### config.mk
export PLATFORM = sky130hd
export DESIGN_NAME = caf_top
export DESIGN_NICKNAME = d
export VERILOG_FILES = /design/src/logic/caf_pkg.sv /design/src/logic/caf_top.sv
export VERILOG_INCLUDE_DIRS = /design/src /design/src/logic
export SDC_FILE = /design/constraint.sdc
export NUM_CORES = 1
export LEC_CHECK = 0
export BUFFER_PORTS_ARGS = -buffer_cell sky130_fd_sc_hd__buf_4
export CELL_PAD_IN_SITES_DETAIL_PLACEMENT = 2
export CELL_PAD_IN_SITES_GLOBAL_PLACEMENT = 2
export CORE_ASPECT_RATIO = 0.8
export CORE_MARGIN = 5
export CORE_UTILIZATION = 43
export DETAILED_ROUTE_END_ITERATION = 8
export PLACE_DENSITY_LB_ADDON = 0.25
export SETUP_SLACK_MARGIN = 0.4
export SLEW_MARGIN = 25
export SYNTH_ARGS = -nofsm -noshare
export SYNTH_HDL_FRONTEND = slang
export SYNTH_SLANG_ARGS = --single-unit
### constraint.sdc
create_clock -name sys_clk -period 19.6 [get_ports sys_clk]
set_input_delay 3.92 -clock sys_clk [delete_from_list [all_inputs] [get_ports sys_clk]]
set_output_delay 3.92 -clock sys_clk [all_outputs]
set_load 0.005 [all_outputs]
### src/logic/caf_consts.svh
/*
 Constants of the CAN acceptance filter and message buffer block.
 Assumes inclusion by bare name from the top module.
*/
// Functional notes
// Two-bit mode picks 2x32, 4x16, 8x8 bit filters, or all closed.
// Closed mode accepts nothing; front slot never reloads.
// Hit index 0..7 names the filter that matched the front slot message.
// Hit index updates when a message moves into the front slot.
// Zero mask bit needs code bit equal to identifier bit; all must match.
// Rx and tx buffers share a 16-byte slot with 13 data bytes.
// Only transmit buffers carry a software-written priority rank.
// With time stamp enabled, 16-bit timer is stored after each message.
// Time stamp bytes written by hardware only; CPU writes ignored.
// Masks read anytime; written only while init request and ack are set.
// Factory test register is not reachable in normal operation.
// 16 and 8 bit filters compare only the leading identifier bits covered.
`ifndef CAF_CONSTS_SVH
`define CAF_CONSTS_SVH
`define CAF_OFS_CTRL 8'h00
`define CAF_OFS_ACC 8'h04
`define CAF_OFS_STAT 8'h08
`define CAF_OFS_TEST 8'h0C
`define CAF_OFS_CODE 8'h10
`define CAF_OFS_MASK 8'h20
`define CAF_OFS_RXBUF 8'h40
`define CAF_OFS_TXBUF 8'h80
`define CAF_BUF_BYTES 16
`define CAF_BUF_DATA 13
`define CAF_ACC_ORG_LSB 4
`define CAF_ACC_HIT_LSB 0
`define CAF_CTRL_INIT_REQUEST 0
`define CAF_CTRL_TSEN 1
`define CAF_RST_MASK 8'hFF
`endif

### src/logic/caf_pkg.sv
/*
 Types of the CAN acceptance filter block.
 Assumes the constants header is on the include path.
*/
package caf_pkg;
    typedef enum logic [1:0] {
        CAF_ORG_32 = 2'h0,
        CAF_ORG_16 = 2'h1,
        CAF_ORG_8 = 2'h2,
        CAF_ORG_CLOSED = 2'h3
    } caf_org_t;
    typedef struct packed {
        logic valid;
        logic [31:0] ident;
        logic [7:0] len;
        logic [63:0] data;
    } caf_rxmsg_t;
    typedef struct packed {
        logic valid;
        logic rx;
        logic [15:0] timer;
    } caf_done_t;
endpackage : caf_pkg

### src/logic/caf_top.sv
/*
 Acceptance filter, front slot message buffer, tx buffer and time stamps.
 Assumes the protocol engine delivers frames and done events on sys_clk.
*/
`include "caf_consts.svh"
module caf_top (
    input wire logic sys_clk,
    input wire logic sys_rst,
    input wire logic [7:0] avs_address,
    input wire logic avs_read,
    input wire logic avs_write,
    input wire logic [31:0] avs_writedata,
    input wire logic [3:0] avs_byteenable,
    output logic [31:0] avs_readdata,
    output logic avs_waitrequest,
    input wire caf_pkg::caf_rxmsg_t rx_msg,
    input wire caf_pkg::caf_done_t done_evt,
    input wire logic init_acknowledge,
    output logic init_request,
    output logic rx_front_full,
    output logic [7:0] tx_buffer_rank
);
    import caf_pkg::*;

    ////////////////////////////////////////////////////////////////////////
    logic [7:0] code_q [0:7];
    logic [7:0] ident_bit_ignore_q [0:7];
    logic [7:0] rx_front_slot_q [0:15];
    logic [7:0] txbuf_q [0:15];
    logic [1:0] filter_org_select_q;
    logic [2:0] matched_filter_index_q;
    logic tsen_q;
    logic full_q;
    logic ack_q;
    logic ack_s;
    logic ack_pend_q;
    logic [31:0] rdata_q;
    logic init_mode;
    logic hit;
    logic [2:0] hit_idx;
    logic wr_go;
    logic rd_go;
    logic wr_ctrl;
    logic wr_acc;
    logic clr_front;
    logic load_front;
    logic stamp_rx;
    logic stamp_tx;

    // Byte compare under mask; a set mask bit removes the bit
    function automatic logic byte_ok(input logic [7:0] id,
        input logic [7:0] cd, input logic [7:0] mk);
        byte_ok = &(~(id ^ cd) | mk);
    endfunction : byte_ok

    // Lane merge shared by the code, mask and tx buffer words
    function automatic logic [7:0] lane(input logic [7:0] old,
        input logic [31:0] wd, input logic [3:0] be, input int n);
        lane = be[n] ? wd[8*n +: 8] : old;
    endfunction : lane

    // Word view of four stored bytes, byte 0 in the low lane
    function automatic logic [31:0] pack4(input logic [7:0] b0,
        input logic [7:0] b1, input logic [7:0] b2, input logic [7:0] b3);
        pack4 = {b3, b2, b1, b0};
    endfunction : pack4

    ////////////////////////////////////////////////////////////////////////
    // One wait cycle so every access answers on its second edge
    always_ff @(posedge sys_clk) begin
        if (sys_rst) begin
            avs_waitrequest <= 1'b1;
        end else if ((avs_read || avs_write) && avs_waitrequest) begin
            avs_waitrequest <= 1'b0;
        end else begin
            avs_waitrequest <= 1'b1;
        end
    end
    assign wr_go = avs_write && !avs_waitrequest;
    assign rd_go = avs_read && avs_waitrequest;

    // Write decode of the control, acceptance and status words kept in one place so they agree on it
    assign wr_ctrl = wr_go && avs_address == `CAF_OFS_CTRL
        && avs_byteenable[0];
    assign wr_acc = wr_go && init_mode && avs_address == `CAF_OFS_ACC
        && avs_byteenable[0];
    assign clr_front = wr_go && avs_address == `CAF_OFS_STAT
        && avs_byteenable[0] && avs_writedata[0];

    // Acknowledge arrives from another block, so synchronise it
    always_ff @(posedge sys_clk) begin
        if (sys_rst) begin
            ack_pend_q <= 1'b0;
            ack_q <= 1'b0;
        end else begin
            ack_pend_q <= init_acknowledge;
            ack_q <= ack_pend_q;
        end
    end
    assign ack_s = ack_q;
    assign init_mode = init_request && ack_s;

    ////////////////////////////////////////////////////////////////////////
    always_ff @(posedge sys_clk) begin
        if (sys_rst) begin
            init_request <= 1'b1;
            tsen_q <= 1'b0;
        end else if (wr_ctrl) begin
            init_request <= avs_writedata[`CAF_CTRL_INIT_REQUEST];
            tsen_q <= avs_writedata[`CAF_CTRL_TSEN];
        end
    end

    // Organisation is configuration, so only init mode may change it
    always_ff @(posedge sys_clk) begin
        if (sys_rst) begin
            filter_org_select_q <= 2'h0;
        end else if (wr_acc) begin
            filter_org_select_q <=
                avs_writedata[`CAF_ACC_ORG_LSB +: 2];
        end
    end

    always_ff @(posedge sys_clk) begin
        if (sys_rst) begin
            for (int i = 0; i < 8; i++) begin
                code_q[i] <= 8'h00;
                ident_bit_ignore_q[i] <= `CAF_RST_MASK;
            end
        end else if (wr_go && init_mode) begin
            for (int i = 0; i < 8; i++) begin
                if (avs_address == `CAF_OFS_CODE + 8'(4 * (i / 4)))
                    code_q[i] <= lane(code_q[i], avs_writedata,
                        avs_byteenable, i % 4);
                if (avs_address == `CAF_OFS_MASK + 8'(4 * (i / 4)))
                    ident_bit_ignore_q[i] <= lane(ident_bit_ignore_q[i],
                        avs_writedata, avs_byteenable, i % 4);
            end
        end
    end

    ////////////////////////////////////////////////////////////////////////
    // Filters in priority order; lowest index wins on multiple hits
    always_comb begin
        logic [7:0] ok;
        ok = 8'h00;
        for (int i = 0; i < 8; i++) begin
            ok[i] = byte_ok(rx_msg.ident[31 - 8*(i % 4) -: 8], code_q[i],
                ident_bit_ignore_q[i]);
        end
        hit = 1'b0;
        hit_idx = 3'h0;
        case (caf_org_t'(filter_org_select_q))
            CAF_ORG_32: begin
                if (&ok[3:0]) begin
                    hit = 1'b1;
                    hit_idx = 3'h0;
                end else if (&ok[7:4]) begin
                    hit = 1'b1;
                    hit_idx = 3'h1;
                end
            end
            CAF_ORG_16: begin
                // Each filter sees only the leading two identifier bytes
                for (int f = 3; f >= 0; f--) begin
                    if (byte_ok(rx_msg.ident[31:24], code_q[2*f],
                            ident_bit_ignore_q[2*f]) &&
                        byte_ok(rx_msg.ident[23:16], code_q[2*f+1],
                            ident_bit_ignore_q[2*f+1])) begin
                        hit = 1'b1;
                        hit_idx = 3'(f);
                    end
                end
            end
            CAF_ORG_8: begin
                for (int f = 7; f >= 0; f--) begin
                    if (byte_ok(rx_msg.ident[31:24], code_q[f],
                            ident_bit_ignore_q[f])) begin
                        hit = 1'b1;
                        hit_idx = 3'(f);
                    end
                end
            end
            default: begin
                hit = 1'b0;
            end
        endcase
    end

    ////////////////////////////////////////////////////////////////////////
    // Frames only load an empty slot; closed mode never hits
    assign load_front = rx_msg.valid && hit && !full_q;
    assign stamp_rx = done_evt.valid && done_evt.rx && tsen_q;
    assign stamp_tx = done_evt.valid && !done_evt.rx && tsen_q;

    // Front slot reload; software frees it by writing the status word.
    // A new frame in the clearing cycle still sees the slot full and is dropped.
    always_ff @(posedge sys_clk) begin
        if (sys_rst) begin
            full_q <= 1'b0;
            for (int b = 0; b < `CAF_BUF_BYTES; b++)
                rx_front_slot_q[b] <= 8'h00;
        end else begin
            if (clr_front)
                full_q <= 1'b0;
            if (load_front) begin
                full_q <= 1'b1;
                rx_front_slot_q[0] <= rx_msg.ident[31:24];
                rx_front_slot_q[1] <= rx_msg.ident[23:16];
                rx_front_slot_q[2] <= rx_msg.ident[15:8];
                rx_front_slot_q[3] <= rx_msg.ident[7:0];
                rx_front_slot_q[4] <= rx_msg.data[63:56];
                rx_front_slot_q[5] <= rx_msg.data[55:48];
                rx_front_slot_q[6] <= rx_msg.data[47:40];
                rx_front_slot_q[7] <= rx_msg.data[39:32];
                rx_front_slot_q[8] <= rx_msg.data[31:24];
                rx_front_slot_q[9] <= rx_msg.data[23:16];
                rx_front_slot_q[10] <= rx_msg.data[15:8];
                rx_front_slot_q[11] <= rx_msg.data[7:0];
                rx_front_slot_q[12] <= rx_msg.len;
            end
            if (stamp_rx) begin
                rx_front_slot_q[14] <= done_evt.timer[15:8];
                rx_front_slot_q[15] <= done_evt.timer[7:0];
            end
        end
    end

    // Index moves only with the slot contents it describes
    always_ff @(posedge sys_clk) begin
        if (sys_rst) begin
            matched_filter_index_q <= 3'h0;
        end else if (load_front) begin
            matched_filter_index_q <= hit_idx;
        end
    end

    // Tx buffer: 13 data bytes, rank byte, and hardware-only stamp
    always_ff @(posedge sys_clk) begin
        if (sys_rst) begin
            for (int b = 0; b < `CAF_BUF_BYTES; b++)
                txbuf_q[b] <= 8'h00;
        end else begin
            for (int b = 0; b < 14; b++) begin
                if (wr_go && avs_address == `CAF_OFS_TXBUF + 8'(4*(b/4)))
                    txbuf_q[b] <= lane(txbuf_q[b], avs_writedata,
                        avs_byteenable, b % 4);
            end
            if (stamp_tx) begin
                txbuf_q[14] <= done_evt.timer[15:8];
                txbuf_q[15] <= done_evt.timer[7:0];
            end
        end
    end

    ////////////////////////////////////////////////////////////////////////
    // Test word reads zero and drops writes: unreachable in normal use
    always_ff @(posedge sys_clk) begin
        if (sys_rst) begin
            rdata_q <= 32'h0000_0000;
        end else if (rd_go) begin
            case (avs_address)
                `CAF_OFS_CTRL: begin
                    rdata_q <= {30'h0, tsen_q, init_request};
                end
                `CAF_OFS_ACC: begin
                    rdata_q <= {24'h0, 2'h0, filter_org_select_q, 1'b0,
                        matched_filter_index_q};
                end
                `CAF_OFS_STAT: begin
                    rdata_q <= {29'h0, ack_s, init_mode, full_q};
                end
                `CAF_OFS_TEST: begin
                    rdata_q <= 32'h0000_0000;
                end
                `CAF_OFS_CODE: begin
                    rdata_q <= pack4(code_q[0], code_q[1], code_q[2],
                        code_q[3]);
                end
                `CAF_OFS_CODE + 8'h04: begin
                    rdata_q <= pack4(code_q[4], code_q[5], code_q[6],
                        code_q[7]);
                end
                `CAF_OFS_MASK: begin
                    rdata_q <= pack4(ident_bit_ignore_q[0],
                        ident_bit_ignore_q[1], ident_bit_ignore_q[2],
                        ident_bit_ignore_q[3]);
                end
                `CAF_OFS_MASK + 8'h04: begin
                    rdata_q <= pack4(ident_bit_ignore_q[4],
                        ident_bit_ignore_q[5], ident_bit_ignore_q[6],
                        ident_bit_ignore_q[7]);
                end
                `CAF_OFS_RXBUF: begin
                    rdata_q <= pack4(rx_front_slot_q[0],
                        rx_front_slot_q[1], rx_front_slot_q[2],
                        rx_front_slot_q[3]);
                end
                `CAF_OFS_RXBUF + 8'h04: begin
                    rdata_q <= pack4(rx_front_slot_q[4],
                        rx_front_slot_q[5], rx_front_slot_q[6],
                        rx_front_slot_q[7]);
                end
                `CAF_OFS_RXBUF + 8'h08: begin
                    rdata_q <= pack4(rx_front_slot_q[8],
                        rx_front_slot_q[9], rx_front_slot_q[10],
                        rx_front_slot_q[11]);
                end
                `CAF_OFS_RXBUF + 8'h0C: begin
                    rdata_q <= pack4(rx_front_slot_q[12],
                        rx_front_slot_q[13], rx_front_slot_q[14],
                        rx_front_slot_q[15]);
                end
                `CAF_OFS_TXBUF: begin
                    rdata_q <= pack4(txbuf_q[0], txbuf_q[1], txbuf_q[2],
                        txbuf_q[3]);
                end
                `CAF_OFS_TXBUF + 8'h04: begin
                    rdata_q <= pack4(txbuf_q[4], txbuf_q[5], txbuf_q[6],
                        txbuf_q[7]);
                end
                `CAF_OFS_TXBUF + 8'h08: begin
                    rdata_q <= pack4(txbuf_q[8], txbuf_q[9], txbuf_q[10],
                        txbuf_q[11]);
                end
                `CAF_OFS_TXBUF + 8'h0C: begin
                    rdata_q <= pack4(txbuf_q[12], txbuf_q[13], txbuf_q[14],
                        txbuf_q[15]);
                end
                default: begin
                    // Unmapped words read as zero, with no bus error
                    rdata_q <= 32'h0000_0000;
                end
            endcase
        end
    end
    assign avs_readdata = rdata_q;

    always_ff @(posedge sys_clk) begin
        if (sys_rst) begin
            rx_front_full <= 1'b0;
            tx_buffer_rank <= 8'h00;
        end else begin
            rx_front_full <= full_q;
            tx_buffer_rank <= txbuf_q[13];
        end
    end
endmodule : caf_top

-- Word-level counts from Yosys, hierarchy flattened
Memories as Yosys holds them, arrays and structs flattened.
Index checks and enable logic that the tools add are counted.
- word-level logic and storage cells: 323
- bits in writable memories: 384
- input port bits: 172
- bits in registers: 52
- memories: 4
- output and inout bits: 43
- bitwise gates (word level): 95
- equality and inequality tests: 16
- multiplexer cells: 150
- reductions and logical operators: 47
- memory list (name ; depth ; width ; rd ports ; clocked after memory_dff ; write ports ; line ; text):
    rx_front_slot_q ; 16 ; 8 ; 16 ; 0 ; 16 ; caf_top.sv:28 ; logic [7:0] rx_front_slot_q [0:15];
    txbuf_q ; 16 ; 8 ; 16 ; 0 ; 16 ; caf_top.sv:29 ; logic [7:0] txbuf_q [0:15];
    code_q ; 8 ; 8 ; 8 ; 0 ; 8 ; caf_top.sv:26 ; logic [7:0] code_q [0:7];
    ident_bit_ignore_q ; 8 ; 8 ; 8 ; 0 ; 8 ; caf_top.sv:27 ; logic [7:0] ident_bit_ignore_q [0:7];
- operators by type and width (cell ; number):
    2-to-1 mux 8 bit ; 77
    case mux 32 bit (15 select lines) ; 1
    NOT 8 bit ; 16
    OR 8 bit ; 16
    bitwise XOR 8 bit ; 16
    AND reduction 8 bit ; 12
    AND reduction 32 bit ; 2
    2-to-1 mux 1 bit ; 58
    OR 1 bit ; 47
    2-to-1 mux 3 bit ; 11
    equality test 8 x 7 -> 1 bit (second input constant) ; 4
    equality test 8 bit (second input constant) ; 4
    logical AND 1 bit ; 26
    equality test 8 x 5 -> 1 bit (second input constant) ; 2
    equality test 8 x 6 -> 1 bit (second input constant) ; 2
    case mux 3 bit (3 select lines) ; 1
    equality test 8 x 3 -> 1 bit (second input constant) ; 1
    equality test 8 x 4 -> 1 bit (second input constant) ; 1
    logical NOT 8 bit ; 1
    logical NOT 1 bit ; 3
    case mux 1 bit (3 select lines) ; 1
    equality test 2 x 1 -> 1 bit (second input constant) ; 1
    equality test 2 bit (second input constant) ; 1
    logical NOT 2 bit ; 1
    other kinds (3) ; 3

-- Longest topological paths before layout
Gate-level depths: netlist (run 1).
An unclocked memory read counts as a cell.
- depth in word-level cells: 20
- gate-level depth with buffers: 11
- mapped depth without buffers: 8

-- Least setup slack after synthesis (run 1)
OpenSTA, ideal clock, no wires.
- path type: in2reg
- start point: input port rx_msg[97] (netlist bit)
- end point: memory rx_front_slot_q[0][0], enable pin
- required time: 18.890 ns
- setup time: 0.710 ns
- cell stages on the path: 8
- arrival time: 12.560 ns
- setup slack: 6.329 ns
- path buffers: 1
- cells stage by stage: buf_6 -> xnor2_1 -> o22ai_1 -> nor4_4 -> nand4_1 -> a21oi_1 -> a2111oi_4 -> o21ai_0
- RTL lines (item ; line ; text):
    start, declared ; caf_top.sv:16 ; input wire caf_pkg::caf_rxmsg_t rx_msg,
    end, declared ; caf_top.sv:28 ;

==> flow_summary_export.csv, run 1 <==
group,metric,value,unit
cts,cts_hold_buf,0,
pwr,pwr-share-comb,8.0,%
global_routing,use_met3,8.274,%
place,placed_cell_area,0.02222,mm²
finish,stdcell_area,0.02371,mm²
drt,vias_per_cell,6.501,
cts,clkSinkCount,428,
drt,drtPass1Iterations,6,
place,dp_hpwl,58940,µm
worst_setup_path,reg2reg_from,"code_q[1][20]",
pwr,peakVddDrop,53.67,µV
cts,htreeDepth,2,
die,rows,70,
job,max_cap_viol_count,0,
finish,nets,1990,
synthesis,ys_warn_count,0,
sta,worst_pin_slew,1.085,ns
global_routing,overflow,0,
cts,cts.path.max_buffers,3,
worst_setup_path,critPathLaunch,"avs_address[2]",
pwr,p_int,1584,µW
sta,final-max-slew-violation-count,0,
die,die_area,0.05095,mm²
worst_setup_path,end_kind,"flop",
hold_path,holdPathStages,1,
die,core,0.04589,mm²
cts,cts_buffers,46,
hold_path,min_from,"ack_pend_q",
sta,whs,0.4402,ns
pwr,powerDensity,89.00,mW/mm²
worst_setup_path,worst-r2r-cell-count,9,
worst_setup_path,rrSetupSlack,15.88,ns
worst_setup_path,start_kind,"input port",
synthesis,synth_nets,1803,
worst_setup_path,critPathKind,"input port to flop",
worst_setup_path,cp.required,19.94,ns
synthesis,async_flop_share,0,%
sta,setup_viol,0,
worst_setup_path,critPathMaxFanout,34,
global_routing,grt_max_degree,67,
place,portBuffers,214,
die,start_util,43.58,%
hold_path,hold_end,"ack_q",
cts,post_cts_buffers,0,
sta,max_freq,142.3,MHz
worst_setup_path,worstReg2RegEnd,"rx_front_slot_q[1][19]",
finish,layout_common_cells,"edfxtp_1 (376), buf_4 (246), nand2_1 (128), xnor2_1 (128), a22oi_1 (118)",
cts,cts_resized,0,
synthesis,ys_seq_area_share,61.66,%
global_routing,top_usage_layer,"met2",
drt,vias,16052,
place,place_congestion,0.9368,
sta,worst_slack,12.57,ns
cts,clk_latency,0.59,ns
synthesis,syn_area,0.02000,mm²
synthesis,synth_cell_types,61,
global_routing,met1_usage,47.58,%
global_routing,antenna_found_initial,4,
global_routing,grtUsageTotal,33.26,%
sta,period_minus_slack,7.027,ns
sta,hold_violations,0,
sta,post-route-period-util,35.85,%
global_routing,grt_pass1_vias,17061,
drt,routed_wl,87430,µm
pwr,leakagePower,0.008509,µW
die,dieWidth,251.1,µm
die,die_h,202.9,µm
worst_setup_path,critPathArrivalTime,7.36,ns
drt,drc,0,
hold_path,min_path_type,"flop to flop",
cts,path_clk_slew,0.07,ns
synthesis,synth-seq-cells,428,
synthesis,avgSynthCellArea,12.26,µm²
pwr,clock_power_share,40.9,%
synthesis,yosys_most_used_dff,"edfxtp_1",
drt,wire_per_inst,35.41,µm
pwr,p_seq_share,51.1,%
cts,cts_tree,"done",
die,ios,215,
finish,area_growth,18.57,%
sta,max_slew_margin,27.58,%
synthesis,synth_edf_count,376,
finish,drive_gt1_share,25.66,%
global_routing,grt_pass1_wl,124200,µm
global_routing,use_met2,51.01,%
synthesis,synthCells,1631,
finish,final_common_cell,"edfxtp_1",
sta,skew,0.01643,ns
drt,drt_iter0_markers,2387,
pwr,swShare,24.93,%
pwr,p_switching,526.2,µW
cts,cts_root_buffer,"clkbuf_16",
sta,rsz0062_at_grt,"false",
sta,setup_tns,0,ns
drt,antenna_left,0,
outcome,status,"finished, final reports clean",
place,dp_slack,12.15,ns
## power groups by stage
stage	clock (µW)	combinational (µW)	sequential [µW]
floorplan	0	80.2	1080
global placement	0	155	1090
detailed placement	0	163	1100
CTS	864	165	1080
global route	904	176	1080
finish	862	169	1080
## stage by stage
stage | utilization [%] | power [µW] | instances
floorplan | - | 1161 | 1631
global placement | 48.38 | 1247 | 2381
detailed placement | 48.42 | 1258 | 2381
CTS | 51.56 | 2107 | 2466
global route | 51.66 | 2161 | 2467
finish | 51.67 | 2110 | 2469
## worst max-delay path by stage
stage / end / slack (ns) / cells after the start
4_1_cts: rx_front_slot_q[1][37] / 12.75 / 9
3_5_place_dp: rx_front_slot_q[1][21] / 12.15 / 9
3_3_place_gp: rx_front_slot_q[0][22] / 11.97 / 9
6_report: ident_bit_ignore_q[0][10] / 12.57 / 7
5_1_grt: ident_bit_ignore_q[0][10] / 12.58 / 7
2_1_floorplan: rx_front_slot_q[0][0] / 6.33 / 8
## worst max-delay path: stages
cell	delay, ns
buf_4	0.18
nor4_2	0.74
and3_1	0.27
buf_4	0.52
nand4_1	0.87
buf_4	0.51
or2_2	0.31
## synth_stat cells (10+ instances only)
library cell | count | area (µm²)
edfxtp_1 | 376 | 11290
nand2_1 | 130 | 488.0
xnor2_1 | 128 | 1121
a22oi_1 | 118 | 885.9
and2_1 | 109 | 681.9
nor2_1 | 72 | 270.3
and2_2 | 71 | 533.0
nor2b_1 | 69 | 431.7
o22ai_1 | 62 | 387.9
clkbuf_1 | 54 | 202.7
dfxtp_1 | 52 | 1041
or2_2 | 48 | 300.3
o21ai_0 | 32 | 160.2
a21oi_1 | 31 | 155.2
buf_2 | 31 | 155.2
a222oi_1 | 25 | 250.2
nand3_1 | 23 | 115.1
inv_1 | 22 | 82.58
a22o_1 | 20 | 175.2
nand2b_1 | 18 | 112.6
nor4_1 | 16 | 100.1
a221oi_1 | 14 | 122.6
nand4_1 | 14 | 87.58
clkbuf_2 | 13 | 65.06
and3_1 | 10 | 62.56
## metal layers
layer | vias up | routed length (µm)
met2 | 1146 | 38690
li1 | 6392 | -
met1 | 8346 | 35330
met5 | - | 0
met4 | 0 | 2375
met3 | 168 | 11020
## flip-flops by register name, summed over array words and instances (netlist names)
register and cells:
full_q 1, avs_waitrequest 1, ack_q 1, rx_front_full 1, rx_front_slot_q 120, ident_bit_ignore_q 64, matched_filter_index_q 3, code_q 64
filter_org_select_q 2, init_request 1, tx_buffer_rank 8, tsen_q 1, avs_readdata 32, txbuf_q 128, ack_pend_q 1
## logic make-up after synthesis
group                  Yosys count  share of synthesized area, %
buffers and inverters          131                         3.053
XOR/XNOR                       128                         5.605
flip-flops                     428                         61.66
multiplexers                     8                        0.4066
AO/OA/AOI/OAI                  329                         11.99
AND/OR/NAND/NOR                607                         17.28
## area by class of cell
cell class | instances | area, µm²
Clock buffer | 61 | 1290
Timing Repair Buffer | 247 | 1874
Multi-Input combinational cell | 1072 | 7209
Fill cell | 4488 | 22180
Antenna cell | 2 | 5.005
Sequential cell | 428 | 12330
Tap cell | 612 | 765.7
Clock inverter | 24 | 151.4
Inverter | 23 | 86.33
Note: power is estimated with default switching activity, not from simulation.
==> run 2: changes to the inputs <==
--- a/config.mk
+++ b/config.mk
@@ -11,7 +11,7 @@
 export CELL_PAD_IN_SITES_GLOBAL_PLACEMENT = 2
 export CORE_ASPECT_RATIO = 0.8
 export CORE_MARGIN = 5
-export CORE_UTILIZATION = 43
+export CORE_UTILIZATION = 40
 export DETAILED_ROUTE_END_ITERATION = 8
 export PLACE_DENSITY_LB_ADDON = 0.25
 export SETUP_SLACK_MARGIN = 0.4
==> constraint.sdc (replaced) <==
create_clock -name sys_clk -period 7.3 [get_ports sys_clk]
set_input_delay 1.46 -clock sys_clk [delete_from_list [all_inputs] [get_ports sys_clk]]
set_output_delay 1.46 -clock sys_clk [all_outputs]
set_load 0.005 [all_outputs]
==> run 2 against run 1 <==
Effect of this change: non-clock buffer count stayed put; die area rose by 7.2%; largest power group unchanged; via count decreased by 2.2%; critical path type unchanged; critical endpoint is now avs_readdata[13].
==> flow_summary_export.csv, run 2 (synthesis gave the netlist of run 1 again) <==
group,metric,value,unit
cts,cts_hold_buf,0,
sta,worst_pin_slew,1.189,ns
sta,whs,0.4538,ns
global_routing,grtUsageTotal,30.22,%
drt,wire_per_inst,33.54,µm
die,rows,73,
worst_setup_path,cp_slowest_stage_delay,1.00,ns
global_routing,grt_pass1_vias,16713,
cts,clk_latency,0.60,ns
sta,max_slew_margin,20.56,%
cts,path_clk_slew,0.06,ns
drt,met1_length,35370,µm
die,die_area,0.05460,mm²
global_routing,grt_pass1_wl,120000,µm
sta,skew,0.03055,ns
drt,drt_iter0_markers,2182,
cts,htreeDepth,2,
drt,vias_per_cell,6.202,
cts,cts_root_buffer,"clkbuf_16",
die,ios,215,
drt,antenna_left,0,
worst_setup_path,crit_slowest_cell,"or4b_2",
finish,nFillCells,4886,
drt,drc,0,
worst_setup_path,critPathKind,"input port to flop",
sta,final-max-slew-violation-count,0,
finish,multi_input_area,0.007181,mm²
worst_setup_path,critPathMaxFanout,18,
global_routing,overflow,0,
cts,cts_resized,0,
sta,hold_violations,0,
worst_setup_path,start_kind,"input port",
finish,layout_common_cells,"edfxtp_1 (376), buf_4 (242), nand2_1 (129)",
job,max_cap_viol_count,0,
cts,cts_tree,"done",
drt,vias,15697,
global_routing,grt_max_degree,79,
sta,post-route-period-util,59.91,%
finish,reg.largest.list,"txbuf_q (128), rx_front_slot_q (120)",
finish,area_growth,19.17,%
sta,setup_viol,0,
finish,layoutNonFillerInstCount,2531,
place,dp_hpwl,58140,µm
drt,routed_wl,84880,µm
pwr,peakVddDrop,152.0,µV
place,portBuffers,214,
worst_setup_path,end_kind,"flop",
finish,fin_util,48.06,%
pwr,powerDensity,238.5,mW/mm²
worst_setup_path,worstPathCellList,"buf_4, or4b_2, nor2_2, buf_4, a22o_1, a221oi_1, and3_1, nand2_1, a22oi_1, nor2_1",
drt,wl_met2,37810,µm
place,dp_cells,2445,
finish,nets,1990,
cts,cts_buffers,46,
sta,rsz0062_at_grt,"false",
finish,seq_area,0.01233,mm²
global_routing,antenna_found_initial,7,
drt,dr_wl_met3,9579,µm
cts,post_cts_buffers,0,
die,die_h,210,µm
drt,dr.max_layer_used,"met5",
hold_path,min_path_type,"flop to flop",
cts,clkSinkCount,428,
pwr,leakagePower,0.008544,µW
worst_setup_path,path_common_cell,"buf_4",
die,start_util,40.33,%
sta,period_minus_slack,4.373,ns
die,core,0.04960,mm²
finish,largest_register_ffs,128,
sta,max_freq,228.7,MHz
place,place_congestion,0.9107,
finish,num_antenna_cells,0,
finish,final_common_cell,"edfxtp_1",
worst_setup_path,cp.required,7.83,ns
worst_setup_path,critPathArrivalTime,4.90,ns
outcome,status,"finished, final reports clean",
die,dieWidth,260,µm
cts,cts.path.max_buffers,3,
finish,drive_gt1_share,25.70,%
finish,largest_register,"txbuf_q",
sta,setup_tns,0,ns
drt,drtPass1Iterations,6,
run 2: metrics by stage:
stage | power [µW] | instance area (µm²) | setup slack (ns)
global route | 5837 | 23830 | 2.896
finish | 5685 | 23830 | 2.927
CTS | 5691 | 23830 | 3.039
floorplan | 3108 | 20000 | 1.313
detailed placement | 3374 | 22350 | 2.441
global placement | 3349 | 22270 | 2.029
run 2: worst paths after layout:
kind / startpoint / to / slack, ns / cells past startpoint
max reg2reg: code_q[1][24] / rx_front_slot_q[0][16] / 3.54 / 9
min: ack_pend_q / ack_q / 0.45 / 1
max: avs_address[5] / avs_readdata[13] / 2.93 / 10
min reg2reg: ack_pend_q / ack_q / 0.45 / 1
run 2: layout make-up:
class	instances	share of cell area (%)
timing repair buffer	247	7.995
tap	675	3.543
multi-input combinational	1072	30.13
inverter	23	0.3622
sequential	428	51.74
clock inverter	22	0.4672
clock buffer	64	5.764
run 2: critical path, delay by kind of cell:
family,cells,cell delay [ns]
and+or+nand+nor,5,2.38
AOI/OAI and AO/OA,3,0.33
buffers and inverters,2,0.69
run 2: per-layer routing:
metal | up-vias | track usage (%)
met1 | 8180 | 42.94
li1 | 6405 | -
met3 | 151 | 8.216
met4 | 10 | 7.432
met2 | 951 | 46.63
met5 | - | 0
run 2: power breakdown:
| part | switching [µW] | total [µW] | internal (µW) | leakage [µW] |
|---|---|---|---|---|
| Sequential | 88.6 | 2890 | 2800 | 0.00411 |
| Clock | 1030 | 2350 | 1320 | 0.000750 |
| Combinational | 277 | 447 | 170 | 0.00368 |
| Total | 1400 | 5680 | 4290 | 0.00854 |
==> run 3: changes to the inputs <==
--- a/config.mk
+++ b/config.mk
@@ -6,12 +6,13 @@
 export SDC_FILE = /design/constraint.sdc
 export NUM_CORES = 1
 export LEC_CHECK = 0
+export ABC_AREA = 1
 export BUFFER_PORTS_ARGS = -buffer_cell sky130_fd_sc_hd__buf_4
 export CELL_PAD_IN_SITES_DETAIL_PLACEMENT = 2
 export CELL_PAD_IN_SITES_GLOBAL_PLACEMENT = 2
 export CORE_ASPECT_RATIO = 0.8
 export CORE_MARGIN = 5
-export CORE_UTILIZATION = 40
+export CORE_UTILIZATION = 33
 export DETAILED_ROUTE_END_ITERATION = 8
 export PLACE_DENSITY_LB_ADDON = 0.25
 export SETUP_SLACK_MARGIN = 0.4
==> constraint.sdc (replaced) <==
create_clock -name sys_clk -period 3.8 [get_ports sys_clk]
set_input_delay 0.76 -clock sys_clk [delete_from_list [all_inputs] [get_ports sys_clk]]
set_output_delay 0.76 -clock sys_clk [all_outputs]
set_load 0.005 [all_outputs]
==> run 3 against run 2 <==
Effect of this change: register-to-register slack got worse by 2.7 ns; critical path type is now flop to flop; global-route usage decreased by 4.1 points; cell count rose by 37%; total power rose by 95%; final area up 6.1%; die area is 26% higher; critical endpoint is now rx_front_slot_q[0][27].
==> flow_summary_export.csv, run 3 <==
group,metric,value,unit
outcome,status,"finished, final reports clean",
worst_setup_path,path_common_cell,"nand2_1",
finish,largest_register_ffs,128,
worst_setup_path,worstReg2RegEnd,"rx_front_slot_q[0][27]",
pwr,peakVddDrop,421.9,µV
synthesis,async_flop_share,0,%
worst_setup_path,end_kind,"flop",
synthesis,yosysMostFrequentCell,"nand2_1",
sta,setup_viol,0,
finish,layout_common_cells,"nand2_1 (579), edfxtp_1 (376), inv_1 (324)",
worst_setup_path,cp.buffers_inverters,2,
cts,cts_tree,"done",
die,start_util,33.36,%
worst_setup_path,worstPathCellList,"inv_1, nand2_1, nand3_1, nand2_1, nor2_1, nand2_1, nor2_1, nand2_1, nand2_1, nand2_1, nand3_2, nand3_4, buf_12, nor2_2",
sta,worst_pin_slew,1.102,ns
finish,largest_register,"txbuf_q",
die,core,0.06269,mm²
worst_setup_path,critPathTopFamily,"simple AND/OR/NAND/NOR gates",
sta,final-max-slew-violation-count,0,
synthesis,post-synth-top-area-fraction,53.98,%
global_routing,grt_pass1_wl,134200,µm
worst_setup_path,cp_slowest_stage_delay,0.53,ns
synthesis,ys_warn_count,0,
sta,post-route-period-util,77.99,%
drt,vias_per_cell,5.375,
drt,vias,18602,
cts,cts_hold_buf,0,
worst_setup_path,cp.required,4.21,ns
finish,layoutNonFillerInstCount,3461,
worst_setup_path,critPathLaunch,"code_q[1][28]",
sta,max_slew_margin,26.54,%
synthesis,synth-seq-cells,428,
cts,clk_latency,0.61,ns
finish,area_growth,20.88,%
cts,cts_resized,0,
sta,period_minus_slack,2.964,ns
sta,skew,0.03409,ns
die,rows,82,
global_routing,antenna_found_initial,0,
finish,reg.largest.list,"txbuf_q (128), rx_front_slot_q (120)",
sta,setup_tns,0,ns
synthesis,yosys_most_used_dff,"edfxtp_1",
sta,hold_violations,0,
die,dieWidth,291.5,µm
cts,clkSinkCount,428,
sta,max_freq,337.4,MHz
worst_setup_path,path_depth,14,
job,max_cap_viol_count,0,
die,die_area,0.06855,mm²
synthesis,yosysTopAreaCell,"edfxtp_1",
worst_setup_path,critPathMaxFanout,21,
drt,drc,0,
finish,drive_gt1_share,17.37,%
synthesis,syn_area,0.02092,mm²
drt,drtPass1Iterations,5,
drt,drt_iter0_markers,1534,
cts,post_cts_buffers,0,
die,ios,215,
synthesis,yosys-top-cells-area,"edfxtp_1 (54%), nand2_1 (10%), inv_1 (5.8%)",
worst_setup_path,critPathKind,"flop to flop",
cts,cts.path.max_buffers,3,
worst_setup_path,crit_slowest_cell,"edfxtp_1",
worst_setup_path,cp-endpoint,"rx_front_slot_q[0][27]",
sta,worst_slack,0.8363,ns
worst_setup_path,rrSetupSlack,0.84,ns
global_routing,overflow,0,
place,placed_cell_area,0.02375,mm²
global_routing,grtUsageTotal,26.10,%
sta,rsz0062_at_grt,"false",
pwr,leakagePower,0.01111,µW
pwr,total_power,11100,µW
worst_setup_path,worst-r2r-cell-count,14,
cts,cts_root_buffer,"clkbuf_16",
synthesis,synthCells,2337,
synthesis,synth_commonest_cells,"nand2_1 (580), edfxtp_1 (376), inv_1 (325)",
finish,nets,2752,
drt,antenna_left,0,
pwr,powerDensity,439.0,mW/mm²
synthesis,avgSynthCellArea,8.950,µm²
place,dp_hpwl,69460,µm
die,die_h,235.2,µm
global_routing,grt_max_degree,83,
drt,wire_per_inst,26.74,µm
cts,cts_buffers,48,
global_routing,grt_pass1_vias,20264,
finish,final_common_cell,"nand2_1",
worst_setup_path,start_kind,"flop",
synthesis,ys_seq_area_share,58.96,%
worst_setup_path,critPathArrivalTime,3.37,ns
hold_path,min_path_type,"input port to flop",
place,place_congestion,0.8919,
synthesis,synth_nets,2509,
place,portBuffers,214,
worst_setup_path,reg2reg_from,"code_q[1][28]",
cts,htreeDepth,2,
finish,stdcell_area,0.02528,mm²
finish,nFillCells,6884,
synthesis,synth_edf_count,376,
synthesis,synth_cell_types,31,
cts,path_clk_slew,0.06,ns
place,dp_cells,3370,
drt,routed_wl,92550,µm
place,dp_slack,0.3588,ns
==> run 3: changes by cell type in the layout (fill, tap and decap cells not counted), sizes merged, moves of 23 or more <==
cell	change
a221oi	+25
a222oi	-25
a22oi	-118
and2	-180
buf	+47
inv	+306
nand2	+450
nand3	+216
nor2	+308
nor2b	-69
nor3	+23
or2	-48
xnor2	-128
==> run 3: per-stage QoR <==
step                      util [%]  hold WS, ns
final                        40.33       0.3848
after global routing         40.33       0.3945
after CTS                    40.33       0.3669
after detailed placement     37.89       0.4439
after global placement       37.89       0.4400
after floorplan                  -       0.3883
==> run 3: cells by family (layout without fill, tap and decap cells) <==
kind of cell	Yosys count	in the layout	synth area share (%)
other	0	1	0
flip-flops	428	428	58.96
AO/OA/AOI/OAI	238	238	7.502
buffers and inverters	439	722	8.764
AND/OR/NAND/NOR	1232	1232	24.77
==> run 3: per-layer routing <==
metal	vias to the layer above	global-route usage [%]	part of all wire [%]
li1	8232	-	-
met3	130	2.990	4.9
met5	-	0	0
met4	0	7.442	3.1
met2	566	47.43	51
met1	9674	32.91	41
==> run 3: report_power, final <==
group / leakage [µW] / internal [µW] / switching (µW)
clock: 0.000745 / 2600 / 2060
combinational: 0.00625 / 286 / 672
sequential: 0.00411 / 5370 / 123
total: 0.0111 / 8250 / 2850
==> run 3: worst min path at each step <==
stage / from / to / slack (ns) / cells after the start
after floorplan: ack_pend_q / ack_q / 0.39 / 2
after global placement: avs_waitrequest / avs_waitrequest / 0.44 / 1
after detailed placement: avs_waitrequest / avs_waitrequest / 0.44 / 1
after CTS: init_acknowledge / ack_pend_q / 0.37 / 3
after global routing: init_acknowledge / ack_pend_q / 0.39 / 3
final: init_acknowledge / ack_pend_q / 0.38 / 3
==> run 3: area by class of cell <==
| cell class | count | area [µm²] | share of cell area (%) |
|---|---|---|---|
| timing repair buffer | 294 | 2282 | 9.027 |
| clock buffer | 63 | 1319 | 5.216 |
| antenna | 1 | 2.502 | 0.009898 |
| multi-input combinational | 1470 | 6777 | 26.80 |
| sequential | 428 | 12330 | 48.78 |
| inverter | 338 | 1309 | 5.176 |
| clock inverter | 27 | 211.5 | 0.8363 |
| tap | 840 | 1051 | 4.157 |
==> run 3: worst register-to-register path: cells and delay by family (launching register included) <==
family	cells	cell delay (ns)
buffers and inverters	2	0.56
AND/OR/NAND/NOR	12	1.68
flip-flops	1	0.53
